## config.mk

```make
export PLATFORM = sky130hd
export DESIGN_NAME = rtp_trace_port
export DESIGN_NICKNAME = d
export VERILOG_FILES = /design/src/common/rtp_pkg.sv /design/src/rtl/rtp_pair_capture.sv /design/src/rtl/rtp_trace_port.sv
export SDC_FILE = /design/constraint.sdc
export NUM_CORES = 1
export LEC_CHECK = 0
export BUFFER_PORTS_ARGS = -buffer_cell sky130_fd_sc_hd__buf_4
export CORE_MARGIN = 5
export CORE_UTILIZATION = 35
export CTS_CLUSTER_SIZE = 14
export DETAILED_ROUTE_END_ITERATION = 10
export PLACE_DENSITY = 0.69
export SETUP_SLACK_MARGIN = 0.1
export SKIP_CTS_REPAIR_TIMING = 1
export SYNTH_ARGS = -nofsm -noshare
export SYNTH_HDL_FRONTEND = slang
export SYNTH_HIERARCHICAL = 1
export SYNTH_SLANG_ARGS = --single-unit
```

## constraint.sdc

```tcl
create_clock -name sys_clk -period 1.1 [get_ports sys_clk]
set_clock_uncertainty 0.05 [all_clocks]
set_input_delay 0.055 -clock sys_clk [delete_from_list [all_inputs] [get_ports sys_clk]]
set_output_delay 0.055 -clock sys_clk [all_outputs]
set_load 0.02 [all_outputs]
```

## src/common/rtp_pkg.sv

```systemverilog
// constants and carriers of the real-time trace port
// assumes one processor clock and an async active-high reset
package rtp_pkg;

    // ****************************************************************
    // widths
    // ****************************************************************
    localparam int RTP_EXEC_W  = 2;
    localparam int RTP_INFO_W  = 2;
    localparam int RTP_STAT_W  = 4;
    localparam int RTP_EVENT_W = 11;

    // ****************************************************************
    // event kind bit positions
    // ****************************************************************
    localparam int RTP_EV_IAM1   = 0;
    localparam int RTP_EV_IAM2   = 1;
    localparam int RTP_EV_IAM3   = 2;
    localparam int RTP_EV_IAM4   = 3;
    localparam int RTP_EV_DAM1_R = 4;
    localparam int RTP_EV_DAM1_W = 5;
    localparam int RTP_EV_DAM2_R = 6;
    localparam int RTP_EV_DAM2_W = 7;
    localparam int RTP_EV_TRAP   = 8;
    localparam int RTP_EV_EXCEPT = 9;
    localparam int RTP_EV_UNCOND = 10;

    // ****************************************************************
    // reset values and counts
    // ****************************************************************
    localparam logic [RTP_EVENT_W-1:0] RTP_KIND_RST = 11'h000;
    localparam logic [RTP_EXEC_W-1:0]  RTP_EXEC_RST = 2'h0;
    localparam logic [RTP_STAT_W-1:0]  RTP_STAT_RST = 4'h0;
    localparam int                     RTP_PAIR_CLKS = 2;

    // ****************************************************************
    // types
    // ****************************************************************
    typedef enum logic {RTP_PH_EVEN, RTP_PH_ODD} rtp_phase_e;

    // one processor cycle of trace sample
    typedef struct packed {
        logic [RTP_EXEC_W-1:0] exec;
        logic [RTP_INFO_W-1:0] info;
        logic [RTP_INFO_W-1:0] trig_info;
    } rtp_sample_s;

    // debug event sources, one bit per event kind
    typedef struct packed {
        logic       unconditional_debug_event;
        logic       exception_debug_event;
        logic       trap_debug_event;
        logic [1:0] data_addr_match_2;   // [1] write, [0] read
        logic [1:0] data_addr_match_1;   // [1] write, [0] read
        logic       instr_addr_match_4;
        logic       instr_addr_match_3;
        logic       instr_addr_match_2;
        logic       instr_addr_match_1;
    } rtp_events_s;

endpackage : rtp_pkg

```

## src/rtl/rtp_pair_capture.sv

```systemverilog
// pairs two processor-cycle samples into one trace-cycle broadcast
// assumes the phase and capture enables come from the port top
module rtp_pair_capture
    import rtp_pkg::*;
(
    input  wire logic                  sys_clk,
    input  wire logic                  reset,
    input  wire logic                  take_even,
    input  wire logic                  take_odd,
    input  wire rtp_sample_s           sample,
    input  wire logic                  extra_req,
    output logic [RTP_EXEC_W-1:0]      even_exec_status,
    output logic [RTP_EXEC_W-1:0]      odd_exec_status,
    output logic [RTP_STAT_W-1:0]      trace_status_bus
);

    // ****************************************************************
    // earlier half and broadcast registers
    // ****************************************************************
    rtp_sample_s               early_q;
    logic [RTP_STAT_W-1:0]     stat_d;
    logic [RTP_STAT_W-1:0]     norm_stat;
    logic [RTP_STAT_W-1:0]     extra_stat;

    assign norm_stat  = {early_q.info, sample.info};
    assign extra_stat = {early_q.trig_info, sample.trig_info};
    // extra status replaces plain status for the triggered pair
    assign stat_d     = extra_req ? extra_stat : norm_stat;

    always_ff @(posedge sys_clk or posedge reset)
    begin
        if (reset)
        begin
            early_q <= '0;
        end
        else if (take_even)
        begin
            early_q <= sample;
        end
    end

    // outputs hold between strobes so slow tools see stable data
    always_ff @(posedge sys_clk or posedge reset)
    begin
        if (reset)
        begin
            even_exec_status <= RTP_EXEC_RST;
            odd_exec_status  <= RTP_EXEC_RST;
            trace_status_bus <= RTP_STAT_RST;
        end
        else if (take_odd)
        begin
            even_exec_status <= early_q.exec;
            odd_exec_status  <= sample.exec;
            trace_status_bus <= stat_d;
        end
    end

endmodule : rtp_pair_capture

```

## src/rtl/rtp_trace_port.sv

```systemverilog
// real-time trace port: trigger generation and paired status broadcast
// assumes core status inputs are valid every processor clock and the
// fabric returns its qualified trigger on the same clock domain
module rtp_trace_port
    import rtp_pkg::*;
(
    input  wire logic                    sys_clk,
    input  wire logic                    reset,
    input  wire rtp_events_s             debug_events,
    input  wire logic                    internal_debug_mode,
    input  wire logic                    external_debug_mode,
    input  wire rtp_sample_s             core_sample,
    input  wire logic                    trigger_return_in,
    input  wire logic                    trace_disable_in,
    output logic                         trigger_out,
    output logic [RTP_EVENT_W-1:0]       trigger_event_kind,
    output logic                         trace_cycle_strobe,
    output logic [RTP_EXEC_W-1:0]        even_exec_status,
    output logic [RTP_EXEC_W-1:0]        odd_exec_status,
    output logic [RTP_STAT_W-1:0]        trace_status_bus
);

    // ****************************************************************
    // trigger generation
    // ****************************************************************
    logic [RTP_EVENT_W-1:0] event_vec;
    logic                   modes_off;
    logic [RTP_EVENT_W-1:0] kind_d;
    logic                   trig_d;

    // packed struct order puts comparator 1 at bit 0
    assign event_vec = debug_events;
    assign modes_off = !internal_debug_mode && !external_debug_mode;
    assign kind_d    = modes_off ? event_vec : RTP_KIND_RST;
    assign trig_d    = |kind_d;

    // kind and trigger share one register stage so they stay aligned
    always_ff @(posedge sys_clk or posedge reset)
    begin
        if (reset)
        begin
            trigger_out        <= 1'b0;
            trigger_event_kind <= RTP_KIND_RST;
        end
        else
        begin
            trigger_out        <= trig_d;
            trigger_event_kind <= kind_d;
        end
    end

    // ****************************************************************
    // pair phase and disable handling
    // ****************************************************************
    rtp_phase_e phase_q;
    rtp_phase_e phase_d;
    logic       take_even;
    logic       take_odd;
    logic       trig_seen_q;
    logic       extra_req;

    // disable is only honoured at a pair boundary, so a half-collected
    // pair always completes and is broadcast before tracing stops
    assign take_even = (phase_q == RTP_PH_EVEN) && !trace_disable_in;
    assign take_odd  = (phase_q == RTP_PH_ODD);
    assign extra_req = trig_seen_q || trigger_return_in;

    always_comb
    begin
        phase_d = phase_q;
        unique case (phase_q)
            RTP_PH_EVEN:
                phase_d = take_even ? RTP_PH_ODD : RTP_PH_EVEN;
            RTP_PH_ODD:
                phase_d = RTP_PH_EVEN;
        endcase
    end

    always_ff @(posedge sys_clk or posedge reset)
    begin
        if (reset)
        begin
            phase_q            <= RTP_PH_EVEN;
            trace_cycle_strobe <= 1'b0;
        end
        else
        begin
            phase_q            <= phase_d;
            trace_cycle_strobe <= take_odd;
        end
    end

    // a trigger returned during either clock of the pair marks that pair
    always_ff @(posedge sys_clk or posedge reset)
    begin
        if (reset)
        begin
            trig_seen_q <= 1'b0;
        end
        else if (take_odd || !take_even && phase_q == RTP_PH_EVEN)
        begin
            trig_seen_q <= 1'b0;
        end
        else if (take_even && trigger_return_in)
        begin
            trig_seen_q <= 1'b1;
        end
    end

    // ****************************************************************
    // pairing of samples
    // ****************************************************************
    rtp_pair_capture u_pair (
        .sys_clk          (sys_clk),
        .reset            (reset),
        .take_even        (take_even),
        .take_odd         (take_odd),
        .sample           (core_sample),
        .extra_req        (extra_req),
        .even_exec_status (even_exec_status),
        .odd_exec_status  (odd_exec_status),
        .trace_status_bus (trace_status_bus)
    );
endmodule : rtp_trace_port

```

==> summary.md <==
| Metric | Value |
|---|---|
| Synthesis-stage register bit count | 29 |
| Final slew viol count | 0 |
| Initial antenna violation count | 0 |
| Rows | 20 |
| Post-synth cell types | 15 |
| CTS Sinks | 29 |
| Synthesized area | 0.00110 mm^2 |
| Synth top cells by count | 29 x dfrtp_1, 12 x and2_1, 8 x mux2_2, 6 x nor2_1 |
| Synth top area share | 65.9% |
| CTS Buf Count | 5 |
| Die Y | 66.1 um |
| Number of vias per cell | 4.31 |
| EDFF count, synth | 0 |
| Finished Layout Cells | 195 |
| Root buffer cell | clkbuf_4 |
| Startpoint types | flop |
| Setup crit start | phase_q |
| Worst reg2reg startpoint | phase_q |
| Htree depth | 2 |
| Hold crit path type | input pin to flop |
| Tot GR Track Use | 11.3% |
| Worst-Skew Late Latency | 330 ps |
| Worst setup EP type | flop |
| Leakage dissipation | 0.878 nW |
| Cell with the most instances after synthesis | dfrtp_1 |
| Flop2flop setup slack | -30 ps |
| Post-Syn Instances | 77 |
| CP Capture Point | u_pair/early_q[1] |
| Max_cap viols | 0 |
| Status | complete, but fails checks |
| Placer Congestion | 0.751 |
| Final hold viol count | 1 |
| Total nets after synthesis | 100 |
| PwrDens | 1380 mW/mm^2 |
| Post-route DRC | 0 |
| Fin crit period | 1130 ps |
| FF-to-FF path depth | 2 |
| Initial DRC Count | 6 |
| Unrepaired setup endpoints after global routing | true |
| Period Utilization, post-route | 103% |
| Failing checks | negative hold slack, negative setup slack |
| Total grt overflow | 0 |
| Layout cells sized above 1 | 47.7% |
| Die area | 0.00437 mm^2 |
| Slew @ Worst Pin | 517 ps |
| Crit-path max FO | 7 |
| Final worst setup slack | -31.1 ps |
| Ant diodes | 0 |
| Global-route wire length before repair | 3.57 mm |
| Critical path class | flop to flop |
| Warning count from the yosys run | 6 |
| Post-synth top flop | dfrtp_1 |
| Initial Util | 36.4% |
| ANT nets after route | 0 |
| Port-buffer cells | 43 |
| Worst path required time | 1270 ps |
| Routed wire per std cell | 12.8 um |
| Die width | 66.1 um |
| Vias | 840 |
| HPWL after detailed placement | 1.74 mm |
| Nets | 173 |
| Max rail drop VDD | 0.000696 V |
| Arrival @ worst endpoint | 1300 ps |
| Clock Pin Slew Worst Setup and Hold Paths | 90 ps |
| Post-Place Cells | 162 |
| Fmax achieved | 884 MHz |
| Area Growth Syn to Fin | 62.7% |
| Dominant cell type by area after synthesis | dfrtp_1 |
| Register area share after synthesis | 65.9% |
| Rel. slew slack | 65.5% |
| Synth area leaders | dfrtp_1 66%, mux2_2 8.2%, and2_1 6.8%, mux2i_1 3.6%, buf_6 3.1% |
| Async SR Flop Fraction | 100% |
| Avg Synthesized Cell Area | 14.3 um^2 |
| IO Count | 44 |
| CTS Buffer Depth | 2 |
| Place WS | -105 ps |
| First-pass iteration count of the detailed router | 4 |
| Worst r2r dst | u_pair/early_q[1] |
| Largest net degree at the start of global routing | 16 |
| Hold slack final | -69.9 ps |
| Final wirelength | 2.49 mm |
| CTS tree | done |
| Core box area | 0.00303 mm^2 |
| Number of global-route vias before repair | 796 |
| Layout Utilization | 59.2% |
| Total power | 2.47 mW |
| Count of final setup violators | 8 |
| Setup TNS | -158 ps |
-- power breakdown --
part           internal, mW  total, mW  switching, mW
registers              1.18       1.24         0.0644
clock network         0.243      0.597          0.354
logic                 0.367      0.627          0.260
-- cell usage in the layout (no fill, tap or decap), types with 2 or more instances in the layout --
| cell type | count |
|---|---|
| a21oi_1 | 4 |
| dfrtp_1 | 29 |
| mux2_4 | 2 |
| buf_4 | 40 |
| buf_6 | 10 |
| nor4_2 | 2 |
| nor2_1 | 5 |
| and2_1 | 12 |
| inv_1 | 2 |
| mux2_2 | 8 |
| dlygate4sd3_1 | 20 |
| clkbuf_4 | 5 |
| clkinv_2 | 2 |
| mux2i_1 | 4 |
-- registers in the layout, summed over array words and instances, names as in the netlist --
name and flops:
trigger_event_kind 11, trig_seen_q 1, trace_cycle_strobe 1, u_pair/trace_status_bus 4, u_pair/early_q 6, u_pair/odd_exec_status 2
phase_q 1, trigger_out 1, u_pair/even_exec_status 2
-- routing by layer --
layer	share of wire, %	vias up	GRT usage (%)
li1	-	402	-
met1	37	393	11.5
met2	50	38	18.1
met3	12	7	7.48
met4	1.4	0	4.57
met5	0	-	0
-- cells by family (layout without fill, tap and decap cells) --
| group | Yosys count | count (layout) | share of synthesized area [%] |
|---|---|---|---|
| flip-flops | 29 | 29 | 65.9 |
| buffers and inverters | 6 | 80 | 4.20 |
| AO/OA/AOI/OAI | 5 | 5 | 2.61 |
| multiplexers | 14 | 14 | 14.5 |
| AND/OR/NAND/NOR | 23 | 23 | 12.7 |
-- worst min-delay path by stage --
stage / endpoint / from / cells past startpoint
detailed placement: trigger_event_kind[8] / reset / 3
global route: u_pair/early_q[1] / core_sample[1] / 2
finish: u_pair/early_q[1] / core_sample[1] / 2
global placement: trigger_event_kind[7] / reset / 3
floorplan: u_pair/early_q[0] / reset / 1
CTS: trigger_event_kind[4] / reset / 3
-- critical path, cell delays in order (launching register included) --
cell and delay [ps]:
dfrtp_1 410, nor2_4 200, mux2_2 370
-- metrics by stage --
stage	hold slack (ps)	cell area, um^2
after floorplan	-106	1110
after global placement	29.9	1460
after detailed placement	32.1	1460
after CTS	-340	1510
after global routing	-74.4	1790
final	-69.9	1790
-- cell type report --
cell class	instances	area, um^2
fillers	256	1240
flip-flops and latches	29	726
repair buffers	70	613
multi-input cells	42	339
well taps	44	55.1
clock buffers	6	41.3
clock inverters	2	10.0
inverters	2	7.51
Note: power is estimated with default switching activity, not from simulation.
